$ cat src/dss_pkg.sv
// Package for the disk seek sequencer: register map, fields, timing counts.
// Assumes a 100 MHz clock and 32-bit APB access to word-aligned registers.
package dss_pkg;

  localparam int          CLK_MHZ          = 100;
  // Settle delay after zero crossing, in microseconds
  localparam int          SETTLE_US        = 1750;
  localparam int          SETTLE_CYC       = SETTLE_US * CLK_MHZ;
  // Seek timeout, in milliseconds
  localparam int          TIMEOUT_MS       = 400;
  localparam int          TIMEOUT_CYC      = TIMEOUT_MS * 1000 * CLK_MHZ;

  localparam int          DCNT_W           = 9;
  localparam logic [8:0]  RTZ_PRESET       = 9'h1ef;  // 495
  localparam logic [8:0]  REV_RELOAD       = 9'h069;  // 105
  localparam logic [8:0]  ONE_LEFT         = 9'h1fe;  // 1 track left
  localparam int          BELOW64_REM      = 64;
  localparam int          BELOW32_REM      = 32;
  localparam int          INTEG_REM        = 16;

  localparam logic [11:0] ADDR_CTRL        = 12'h000;
  localparam logic [11:0] ADDR_DIFF        = 12'h004;
  localparam logic [11:0] ADDR_CYL         = 12'h008;
  localparam logic [11:0] ADDR_STAT        = 12'h00c;

  // Control register fields (write)
  localparam int          CTL_RTZ_BIT      = 1;
  localparam int          CTL_FWD_BIT      = 2;
  localparam int          CTL_REV_BIT      = 3;

  localparam int          ODD_BIT          = 7;
  localparam int          SLOPE_BIT        = 6;

  // Status register fields (read)
  localparam int          ST_ONCYL         = 0;
  localparam int          ST_SKCMP         = 1;
  localparam int          ST_SKERR         = 2;
  localparam int          ST_SEEK          = 3;
  localparam int          ST_RTZ           = 4;
  localparam int          ST_FWD           = 5;

endpackage : dss_pkg

$ cat src/dss_timer.sv
// Cycle counter that flags expiry after LIMIT cycles of run.
// Assumes run is synchronous to clk; clearing run restarts the count.
`timescale 1ns/1ns
module dss_timer #(
  parameter int LIMIT = 10
) (
  input  wire logic clk,
  input  wire logic rst_n,
  input  wire logic run,
  output logic      done
);

  logic [31:0] cnt_ff;
  logic [31:0] nxt_cnt;

  assign nxt_cnt = !run ? 32'h0 : (done ? cnt_ff : cnt_ff + 32'h1);
  assign done    = (cnt_ff >= 32'(LIMIT));

  always_ff @(posedge clk or negedge rst_n) begin
    if (!rst_n) cnt_ff <= 32'h0;
    else        cnt_ff <= nxt_cnt;
  end

endmodule : dss_timer

$ cat src/dss_seq.sv
// Disk seek sequencer: difference counter, gate switching, settle and
// timeout, return-to-zero recovery. Registers over APB.
// Assumes transducer pins are asynchronous and pass two flip-flops here.
//
// Operation
// - Bit 7 latched selects odd fine signal
// - Bit 6 latched sets fine slope polarity
// - Zero crossing starts 1.75 ms settle
// - 400 ms timer flags seek error
// - Below 64 remaining reduces velocity gain
// - Below 32 remaining releases converter clamp
// - Integrator enabled over final 16 pulses
// - Cylinder pulse increments difference counter
// - One left: fine gate, high gain
// - RTZ sets flops, presets counter 495
// - RTZ blocks counter until forward limit
// - First even after limit reverses, loads 105
// - Reversing: odd increments, even reloads 105 while limit is set, else increments
// - Recovery phases follow counter decode thresholds
// - Long RTZ raises error at on-cylinder
// - Converter uses five low counter bits
// - Cylinder register cleared on RTZ
//
// Design decisions made here: the APB slave port and the register addresses.
`timescale 1ns/1ns
module dss_seq
  import dss_pkg::*;
#(
  parameter int SETTLE_LIM  = SETTLE_CYC,
  parameter int TIMEOUT_LIM = TIMEOUT_CYC
) (
  input  wire logic        clk,
  input  wire logic        rst_n,
  input  wire logic        psel,
  input  wire logic        penable,
  input  wire logic        pwrite,
  input  wire logic [11:0] paddr,
  input  wire logic [31:0] pwdata,
  output logic      [31:0] prdata,
  output logic             pready,
  output logic             pslverr,
  input  wire logic        cylPulse,
  input  wire logic        evenTrack,
  input  wire logic        fwdLimit,
  input  wire logic        zeroCross,
  output logic             oddSelect,
  output logic             slopeInvert,
  output logic             below64,
  output logic             clampRelease,
  output logic             integEnable,
  output logic             coarseGate,
  output logic             fineGate,
  output logic             highGainVel,
  output logic      [4:0]  dacCode,
  output logic             reverseDrive,
  output logic             loadHeads,
  output logic             onCylinder,
  output logic             seekComplete,
  output logic             seekError
);

  //////////////////////////////////////////////////////////////////////////
  // Input synchronisers and edge detection
  logic [3:0] syncA_ff;
  logic [3:0] syncB_ff;
  logic       pulsePrev_ff;
  logic       cylEdge;
  logic       evenS;
  logic       limitS;
  logic       zeroS;

  always_ff @(posedge clk or negedge rst_n) begin
    if (!rst_n) begin
      syncA_ff     <= 4'h0;
      syncB_ff     <= 4'h0;
      pulsePrev_ff <= 1'b0;
    end else begin
      syncA_ff     <= {cylPulse, evenTrack, fwdLimit, zeroCross};
      syncB_ff     <= syncA_ff;
      pulsePrev_ff <= syncB_ff[3];
    end
  end

  assign cylEdge = syncB_ff[3] & ~pulsePrev_ff;
  assign evenS   = syncB_ff[2];
  assign limitS  = syncB_ff[1];
  assign zeroS   = syncB_ff[0];

  //////////////////////////////////////////////////////////////////////////
  // APB decode; slave answers in the access cycle, no wait states
  logic wrEn;
  logic rdEn;
  logic selCtrl;
  logic selDiff;
  logic selCyl;
  logic selStat;
  logic mapped;

  assign selCtrl = (paddr == ADDR_CTRL);
  assign selDiff = (paddr == ADDR_DIFF);
  assign selCyl  = (paddr == ADDR_CYL);
  assign selStat = (paddr == ADDR_STAT);
  assign mapped  = selCtrl | selDiff | selCyl | selStat;
  assign wrEn    = psel & penable & pwrite & mapped;
  assign rdEn    = psel & penable & ~pwrite;
  assign pready  = 1'b1;
  assign pslverr = psel & penable & ~mapped;

  wire rtzReq = wrEn & selCtrl & pwdata[CTL_RTZ_BIT];
  wire fwdReq = wrEn & selCtrl & pwdata[CTL_FWD_BIT];
  wire revReq = wrEn & selCtrl & pwdata[CTL_REV_BIT];
  wire anyReq = rtzReq | fwdReq | revReq;

  //////////////////////////////////////////////////////////////////////////
  // Seek state
  typedef enum logic [4:0] {
    DSS_IDLE   = 5'b00001,
    DSS_MOVE   = 5'b00010,
    DSS_RTZFWD = 5'b00100,
    DSS_RTZREV = 5'b01000,
    DSS_SETTLE = 5'b10000
  } dss_state_t;

  dss_state_t state_ff;
  dss_state_t nxt_state;

  logic [8:0] dcnt_ff;
  logic [8:0] nxt_dcnt;
  logic [7:0] cylAddr_ff;
  logic [7:0] nxt_cylAddr;
  logic       odd_ff;
  logic       slope_ff;
  logic       seek_ff;
  logic       fwd_ff;
  logic       rtz_ff;
  logic       firstSeek_ff;
  logic       limitSeen_ff;
  logic       onCyl_ff;
  logic       skCmp_ff;
  logic       skErr_ff;
  logic       timedOut;
  logic       settled;

  // Tracks remaining is the ones-complement of the counter
  wire [8:0] remain   = ~dcnt_ff;
  wire       oneLeft  = (dcnt_ff == ONE_LEFT);
  wire       moving   = (state_ff == DSS_MOVE)
                      | (state_ff == DSS_RTZFWD)
                      | (state_ff == DSS_RTZREV);
  wire       startReq = (state_ff == DSS_IDLE) & anyReq | rtzReq;

  assign below64      = moving & (remain < 9'(BELOW64_REM));
  assign clampRelease = moving & (remain < 9'(BELOW32_REM));
  assign integEnable  = moving & (remain <= 9'(INTEG_REM))
                      & ~oneLeft & ~syncB_ff[3];
  assign fineGate     = (moving & oneLeft)
                      | (state_ff == DSS_SETTLE);
  assign coarseGate   = moving & ~oneLeft;
  assign highGainVel  = fineGate;
  assign dacCode      = dcnt_ff[4:0];
  assign oddSelect    = odd_ff;
  // Forward seeks want negative slope; bit 6 inverts on reverse
  assign slopeInvert  = slope_ff ^ ~fwd_ff;
  assign reverseDrive = ~fwd_ff;
  assign loadHeads    = firstSeek_ff;
  assign onCylinder   = onCyl_ff;
  assign seekComplete = skCmp_ff;
  assign seekError    = skErr_ff;

  //////////////////////////////////////////////////////////////////////////
  // Timers: settle restarts while no zero crossing is seen
  wire settleRun = (state_ff == DSS_SETTLE) & zeroS;

  dss_timer #(.LIMIT(SETTLE_LIM)) u_settle (
    .clk  (clk),
    .rst_n(rst_n),
    .run  (settleRun),
    .done (settled)
  );

  dss_timer #(.LIMIT(TIMEOUT_LIM)) u_timeout (
    .clk  (clk),
    .rst_n(rst_n),
    .run  (seek_ff & ~startReq),
    .done (timedOut)
  );

  //////////////////////////////////////////////////////////////////////////
  // Next-state and counter logic
  wire evenPulse = cylEdge & evenS;
  wire oddPulse  = cylEdge & ~evenS;

  always_comb begin
    nxt_state   = state_ff;
    nxt_dcnt    = dcnt_ff;
    nxt_cylAddr = cylAddr_ff;
    if (wrEn & selCyl)
      nxt_cylAddr = pwdata[7:0];
    case (state_ff)
      DSS_IDLE: begin
        if (wrEn & selDiff)
          nxt_dcnt = pwdata[8:0];
        if (fwdReq | revReq)
          nxt_state = DSS_MOVE;
      end
      DSS_MOVE: begin
        if (cylEdge)
          nxt_dcnt = 9'(dcnt_ff + 9'h001);
        if (zeroS & oneLeft)
          nxt_state = DSS_SETTLE;
      end
      DSS_RTZFWD: begin
        // Counter frozen until limit seen, then first even reverses
        if (limitSeen_ff & evenPulse) begin
          nxt_dcnt  = REV_RELOAD;
          nxt_state = DSS_RTZREV;
        end
      end
      DSS_RTZREV: begin
        if (oddPulse)
          nxt_dcnt = 9'(dcnt_ff + 9'h001);
        else if (evenPulse & limitS)
          nxt_dcnt = REV_RELOAD;
        else if (evenPulse)
          nxt_dcnt = 9'(dcnt_ff + 9'h001);
        if (zeroS & oneLeft)
          nxt_state = DSS_SETTLE;
      end
      DSS_SETTLE: begin
        if (settled)
          nxt_state = DSS_IDLE;
      end
      default: nxt_state = DSS_IDLE;
    endcase
    if (rtzReq) begin
      nxt_dcnt    = RTZ_PRESET;
      nxt_cylAddr = 8'h00;
      nxt_state   = DSS_RTZFWD;
    end
  end

  //////////////////////////////////////////////////////////////////////////
  // Registers
  always_ff @(posedge clk or negedge rst_n) begin
    if (!rst_n) begin
      state_ff   <= DSS_IDLE;
      dcnt_ff    <= 9'h1ff;
      cylAddr_ff <= 8'h00;
    end else begin
      state_ff   <= nxt_state;
      dcnt_ff    <= nxt_dcnt;
      cylAddr_ff <= nxt_cylAddr;
    end
  end

  // Storage flops capture address bits as the seek starts
  always_ff @(posedge clk or negedge rst_n) begin
    if (!rst_n) begin
      odd_ff   <= 1'b0;
      slope_ff <= 1'b0;
    end else if (startReq) begin
      odd_ff   <= nxt_cylAddr[ODD_BIT];
      slope_ff <= nxt_cylAddr[SLOPE_BIT];
    end
  end

  wire settleDone = (state_ff == DSS_SETTLE) & settled;

  always_ff @(posedge clk or negedge rst_n) begin
    if (!rst_n) begin
      seek_ff      <= 1'b0;
      fwd_ff       <= 1'b1;
      rtz_ff       <= 1'b0;
      firstSeek_ff <= 1'b0;
      limitSeen_ff <= 1'b0;
    end else begin
      if (startReq)
        seek_ff <= 1'b1;
      else if (settleDone)
        seek_ff <= 1'b0;
      if (startReq) begin
        fwd_ff       <= ~revReq | rtzReq;
        rtz_ff       <= rtzReq;
        firstSeek_ff <= rtzReq;
        limitSeen_ff <= 1'b0;
      end else if (state_ff == DSS_RTZFWD) begin
        if (limitS)
          limitSeen_ff <= 1'b1;
        if (nxt_state == DSS_RTZREV)
          fwd_ff <= 1'b0;
      end else if (settleDone) begin
        rtz_ff       <= 1'b0;
        firstSeek_ff <= 1'b0;
      end
    end
  end

  // Error is sticky until an accepted seek request (any RTZ, or a seek from idle) clears it
  always_ff @(posedge clk or negedge rst_n) begin
    if (!rst_n) begin
      onCyl_ff <= 1'b1;
      skCmp_ff <= 1'b0;
      skErr_ff <= 1'b0;
    end else begin
      if (startReq) begin
        onCyl_ff <= 1'b0;
        skCmp_ff <= 1'b0;
        skErr_ff <= 1'b0;
      end else if (settleDone) begin
        onCyl_ff <= 1'b1;
        skCmp_ff <= 1'b1;
        if (timedOut)
          skErr_ff <= 1'b1;
      end else if (seek_ff & timedOut & ~rtz_ff) begin
        skErr_ff <= 1'b1;
      end
      if (wrEn & selStat & pwdata[ST_SKCMP] & ~settleDone)
        skCmp_ff <= 1'b0;
    end
  end

  //////////////////////////////////////////////////////////////////////////
  // Read data, combinational during the access cycle
  logic [31:0] rdMux;
  assign rdMux = selDiff ? {23'h0, dcnt_ff}
               : selCyl  ? {24'h0, cylAddr_ff}
               : selStat ? {26'h0, fwd_ff, rtz_ff, seek_ff,
                            skErr_ff, skCmp_ff, onCyl_ff}
               : 32'h0;

  always_comb begin
    prdata = rdEn ? rdMux : 32'h0;
  end

endmodule : dss_seq

$ cat config.mk
export PLATFORM = sky130hd
export DESIGN_NAME = dss_seq
export DESIGN_NICKNAME = d
export VERILOG_FILES = /design/src/dss_pkg.sv /design/src/dss_timer.sv /design/src/dss_seq.sv
export SDC_FILE = /design/constraint.sdc
export NUM_CORES = 1
export LEC_CHECK = 0
export CAP_MARGIN = 20
export CORE_MARGIN = 2
export CORE_UTILIZATION = 60
export CTS_CLUSTER_DIAMETER = 100
export DETAILED_ROUTE_END_ITERATION = 16
export DONT_BUFFER_PORTS = 1
export PLACE_DENSITY = 0.76
export SLEW_MARGIN = 5
export SYNTH_ARGS = -nofsm -noshare
export SYNTH_HDL_FRONTEND = slang
export SYNTH_SLANG_ARGS = --single-unit
$ cat constraint.sdc
create_clock -name clk -period 3.9 [get_ports clk]
set_clock_uncertainty 0.1 [all_clocks]
set_input_delay 0.39 -clock clk [delete_from_list [all_inputs] [get_ports clk]]
set_output_delay 0.39 -clock clk [all_outputs]
set_load 0.005 [all_outputs]
==> results of run 1 <==
-- where the power goes --
group          switching, mW  leakage [nW]  internal (mW)  total, mW
sequential           0.00604          1.38           1.08       1.09
clock                  0.371         0.110          0.336      0.707
combinational         0.0367          1.01         0.0144     0.0511
-- stage by stage --
stage,instance area [um^2],hold WS [ns]
finish,5828,0.04762
global route,5828,0.03165
CTS,5828,0.03784
detailed placement,5538,-0.002991
global placement,5538,-0.003319
floorplan,5707,-0.005591
-- path summary, 6_finish.rpt --
kind                                     startpoint                   end  slack (ns)  depth (start not counted)
worst min register to register          syncA_ff[3]           syncB_ff[3]        0.26                          0
min in group asynchronous                     rst_n    u_settle.cnt_ff[2]        0.51                          2
worst max-delay path                    state_ff[1]           integEnable        0.88                          5
worst min-delay path                      pwdata[0]         cylAddr_ff[0]        0.05                          1
worst max register to register  u_timeout.cnt_ff[3]  u_timeout.cnt_ff[23]        1.13                          6
max in group asynchronous                     rst_n            dcnt_ff[5]        2.76                          2
-- sequential cells by signal (all words and copies together), names as in the netlist --
name	cells
pulsePrev_ff	1
state_ff	5
syncA_ff	4
fwd_ff	1
seekComplete	1
oddSelect	1
seek_ff	1
u_settle.cnt_ff	32
limitSeen_ff	1
u_timeout.cnt_ff	32
onCylinder	1
loadHeads	1
syncB_ff	4
slope_ff	1
seekError	1
dcnt_ff	9
cylAddr_ff	8
-- layout make-up --
class	instances	area, um^2
clock buffers	11	151.4
clock inverters	5	61.31
fillers	787	3324
inverters	15	56.30
multi-input cells	455	2688
flip-flops and latches	104	2618
well taps	111	138.9
repair buffers	11	115.1
-- layer usage --
| layer | GRT usage [%] | part of all wire (%) | routed length [um] | vias up |
|---|---|---|---|---|
| li1 | - | - | - | 2100 |
| met1 | 34.85 | 44 | 5530 | 2164 |
| met2 | 40.72 | 48 | 5936 | 133 |
| met3 | 6.311 | 6.1 | 765 | 23 |
| met4 | 10.33 | 2.1 | 257 | 0 |
| met5 | 0 | 0 | 0 | - |
-- cell usage after synthesis (8+ instances only) --
cell type / n / area share [%]
xor2_1: 16 / 2.5
nor3_1: 8 / 0.71
nor4_1: 22 / 2.4
nand4_1: 18 / 2.0
or4_1: 9 / 1.2
dfrtp_1: 92 / 41
nand3_1: 28 / 2.5
and2_1: 11 / 1.2
xnor2_1: 15 / 2.3
and3_1: 26 / 2.9
clkbuf_1: 14 / 0.93
a21oi_1: 45 / 4.0
nor2_1: 70 / 4.7
buf_4: 31 / 4.1
dfstp_2: 12 / 5.6
nand2_1: 43 / 2.9
o21ai_0: 13 / 1.2
inv_1: 15 / 1.0
-- logic make-up after synthesis --
logic type | after synthesis
adder cells (fa/ha/maj) | 6
XOR/XNOR | 31
flip-flops | 104
AND/OR/NAND/NOR | 282
AO/OA/AOI/OAI | 109
other | 2
buffers and inverters | 68
multiplexers | 3
==> run summary, run 1 <==
run status -> finished clean
fin worst setup slack -> 0.8785 ns
Core Area -> 0.009153 mm^2
Final GP Congestion -> 0.8761
Mapped Area -> 0.005624 mm^2
Slew Limit Fails -> 0
Inserted Clock Buffers -> 9
Cell Count, Final, Fillers Out -> 712
CP startpoint kind -> flip-flop
leakage power -> 2.505 nW
Synth Area in Adders -> 1.335%
ys async rst share -> 100.0%
DR vias/cell -> 6.208
Die Span Y -> 100.8 um
gr usage total -> 25.94%
multiplexer share of the synthesized area -> 0.5339%
CP bufs+invs -> 0
WL per Instance -> 17.54 um
Reg clk slew, reported paths -> 0.09 ns
initial antenna violation count -> 0
clock sinks -> 104
DR vias -> 4420
RSZ-0062 raised after global routing -> no
drc violations -> 0
H-tree levels -> 3
synth warn -> 0
TNS Setup -> 0 ns
CP max FO -> 8
GRT overflow -> 0
Synth Area in XOR/XNOR -> 4.828%
largest family of logic cells by synthesized area -> simple AND/OR/NAND/NOR gates
Iteration-0 DRC Markers -> 300
CTS tree -> done
Critical Path Slowest Stage Cell -> dfrtp_1
commonest non-fill, non-tap cells in the layout -> dfrtp_1, nor2_1, a21oi_1, nand2_1, nand3_1
slew margin rel. -> 36.43%
die area -> 0.01016 mm^2
Post-synth EDFFs -> 0
post-synthesis cell count -> 605
first-pass GRT wire length -> 20670 um
average cell area after synthesis -> 9.296 um^2
worst slack at placement -> 1.173 ns
post-synthesis simple-gate area fraction -> 26.72%
HP Class -> primary input to flip-flop
family with the most delay on the worst path -> simple AND/OR/NAND/NOR gates
Die W -> 100.8 um
Tmin final -> 3.022 ns
Longest Clk Path Bufs -> 2
Total Wirelength -> 12490 um
CP Class -> flip-flop to output pin
worst skew pair latency -> 0.38 ns
Critical Path End Type -> output pin
Final setup viols -> 0
Hold Vio Cnt, Final -> 0
Initial Util -> 61.45%
Worst EP arrival -> 2.53 ns
largest net degree at the start of global routing -> 105
Synth Flop Type -> dfrtp_1
most common cell after layout, fill and taps aside -> dfrtp_1
share of post-route cells with drive strength above 1 -> 8.153%
Final Total Pwr -> 1.849 mW
nets@finish -> 655
WP data required -> 3.41 ns
I/O pin count -> 105
Ant. Diodes -> 0
worst-margin pin slew -> 0.9536 ns
final core occ -> 63.68%
# resized after CTS -> 0
Power Density -> 317.2 mW/mm^2
Yosys reg bits -> 104
period utilization -> 77.47%
# placed instances -> 690
Peak Freq -> 331.0 MHz
port buffer count -> 0
P&R area growth vs syn -> 3.626%
Root Buffer -> clkbuf_8
compound-gate portion of the synthesized area -> 12.68%
DRT Pass-1 Iters -> 7
synth unique cells -> 62
critical path cell sequence -> or3_1, or2_2, nand2_1, and3_1, nor4b_1
Post-CTS Setup Inserts -> 0
slowest stage delay, CP -> 0.49 ns
register area share after synthesis -> 46.54%
DP Wirelength -> 8545 um
vias in the first global route -> 4209
maximum VDD drop -> 322.2 uV
row cnt -> 35
max_cap viols -> 0
post-route ant nets -> 0
cts hold-fix bufs -> 6
Power figures use the tool's default switching activity.
==> run 2, diff against run 1 <==
- ABC_AREA: unset -> 1
- clock period: 3.9 -> 2.85 ns (I/O delays scaled with it)
==> run 2 against run 1 <==
Net effect:
- die area is 14% higher
- clock power rose by 50%
- global-route usage increased by 0.71 points
- cell count increased by 44%
- worst hold slack lost 0.017 ns
- critical path depth is 2 higher
- highest routed layer unchanged
==> run summary, run 2 <==
run status -> finished clean
Final GP Congestion -> 0.9435
# placed instances -> 998
Synth Flop Type -> dfrtp_1
Hold Vio Cnt, Final -> 0
synth unique cells -> 44
drc violations -> 0
WP data required -> 2.47 ns
Root Buffer -> clkbuf_8
Critical Path End Type -> output pin
Synth area leader -> dfrtp_1
synth warn -> 0
nets@finish -> 943
RSZ-0062 raised after global routing -> no
Critical Path Slowest Stage Cell -> nor2_1
ys async rst share -> 100.0%
Synth area leaders -> dfrtp_1, nand2_1, inv_1, nor2_1, nand3_1
dominant cell by count in the synthesized netlist -> nand2_1
CP startpoint kind -> flip-flop
largest net degree at the start of global routing -> 105
commonest non-fill, non-tap cells in the layout -> nand2_1, inv_1, nor2_1, dfrtp_1, nand3_1
slowest stage delay, CP -> 0.65 ns
Ant. Diodes -> 0
worst-margin pin slew -> 0.8214 ns
Post-CTS Setup Inserts -> 0
port buffer count -> 0
critical path cell sequence -> nor2_1, nand4_1, nand2_2, nor2_1, inv_2, nand2_1, inv_1
gr usage total -> 26.65%
Total Wirelength -> 14810 um
WHS Endpoint -> dcnt_ff[8]
HP Class -> primary input to flip-flop
most frequent cells after synthesis -> nand2_1, inv_1, nor2_1
DR vias -> 5625
Reg clk slew, reported paths -> 0.09 ns
# resized after CTS -> 0
Mapped Area -> 0.006470 mm^2
share of post-route cells with drive strength above 1 -> 6.974%
CTS tree -> done
crit path from -> state_ff[0]
register area share after synthesis -> 40.46%
cts hold-fix bufs -> 11
I/O pin count -> 105
Peak Freq -> 370.3 MHz
GRT overflow -> 0
FF-to-FF path depth -> 8
vias in the first global route -> 5114
die area -> 0.01163 mm^2
DRT Pass-1 Iters -> 7
Final Total Pwr -> 2.855 mW
maximum VDD drop -> 464.4 uV
initial antenna violation count -> 0
DR vias/cell -> 5.488
post-synth top area share -> 35.58%
CP Class -> flip-flop to output pin
CP bufs+invs -> 2
Die Span Y -> 107.8 um
Cell Count, Final, Fillers Out -> 1025
setup slack, reg-to-reg -> 0.57 ns
Final setup viols -> 0
Inserted Clock Buffers -> 9
post-route ant nets -> 0
period utilization -> 94.76%
Crit path top cell by count -> nor2_1
Tmin final -> 2.701 ns
most common cell after layout, fill and taps aside -> nand2_1
reg2reg end -> dcnt_ff[3]
hold depth -> 4
leakage power -> 3.441 nW
family with the most delay on the worst path -> simple AND/OR/NAND/NOR gates
Yosys reg bits -> 104
Power Density -> 421.7 mW/mm^2
slew margin rel. -> 45.03%
DP Wirelength -> 10210 um
max_cap viols -> 0
biggest regs -> u_settle.cnt_ff: 32 flops, u_timeout.cnt_ff: 32 flops, dcnt_ff: 9 flops
WL per Instance -> 14.45 um
Longest Clk Path Bufs -> 2
final core occ -> 65.00%
Initial Util -> 62.11%
Post-synth EDFFs -> 0
Slew Limit Fails -> 0
P&R area growth vs syn -> 4.641%
first-pass GRT wire length -> 24600 um
HP Start -> pwdata[8]
average cell area after synthesis -> 7.278 um^2
Core Area -> 0.01042 mm^2
clock sinks -> 104
worst skew pair latency -> 0.39 ns
post-synthesis cell count -> 889
Die W -> 107.8 um
reg2reg start -> state_ff[0]
Worst EP arrival -> 2.32 ns
TNS Setup -> 0 ns
H-tree levels -> 3
CP max FO -> 11
row cnt -> 37
Iteration-0 DRC Markers -> 552
[run 2: changes by cell type after synthesis, sizes merged, moves of 11 or more]
cell / change
a21oi: -32
and2: -11
and3: -27
inv: +115
nand2: +183
nand3: +38
nand4: +34
nor2: +54
nor4: -20
o21ai: +12
[run 2: worst max-delay path by stage]
stage / cells past startpoint / end
6_report: 7 / coarseGate
5_1_grt: 7 / integEnable
4_1_cts: 7 / integEnable
3_5_place_dp: 9 / dcnt_ff[2]
3_3_place_gp: 9 / dcnt_ff[2]
2_1_floorplan: 7 / highGainVel
[run 2: cell families after synthesis]
group	Yosys count	share of synthesized area [%]
fa+ha+maj	6	1.160
compound gates	77	7.600
other cells	2	0.1161
xor+xnor	32	4.332
buf+inv	185	13.17
simple gates	483	33.17
flops	104	40.46
[run 2: layer usage]
metal	wire, um	share of wire (%)	global-route usage (%)
met2	6805	46	41.06
met5	0	0	0
met4	193	1.3	6.868
met1	6770	46	37.72
met3	1043	7.0	6.659
[run 2: where the power goes]
group	internal [mW]	total, mW	switching (mW)
sequential	1.53	1.59	0.0576
clock	0.545	1.06	0.520
combinational	0.0702	0.199	0.129
[run 2: worst reg2reg max path, stage by stage, from the launching register on]
cell and delay [ns]:
dfstp_2 0.56, nor2_1 0.07, nand4_1 0.11, nand2_2 0.13
nor2_1 0.65, inv_2 0.19, o21ai_0 0.21, o21ai_1 0.11
nand2_1 0.10
[run 2: area by class of cell]
type                            count  area, um^2
Inverter                          133       505.5
Sequential cell                   104        2618
Tap cell                          136       170.2
Fill cell                         926        3646
Multi-Input combinational cell    622        3083
Clock inverter                      4       76.32
Clock buffer                       12       155.1
Timing Repair Buffer               14       162.7
[run 2: metrics by stage]
step	hold WS [ns]	instance area (um^2)	setup WS (ns)
after detailed placement	-0.1075	6411	0.6422
final	0.03106	6770	0.1494
after global routing	0.03842	6770	0.002365
after floorplan	-0.1106	6553	1.055
after global placement	-0.1050	6411	0.6650
after CTS	0.01122	6770	0.1950
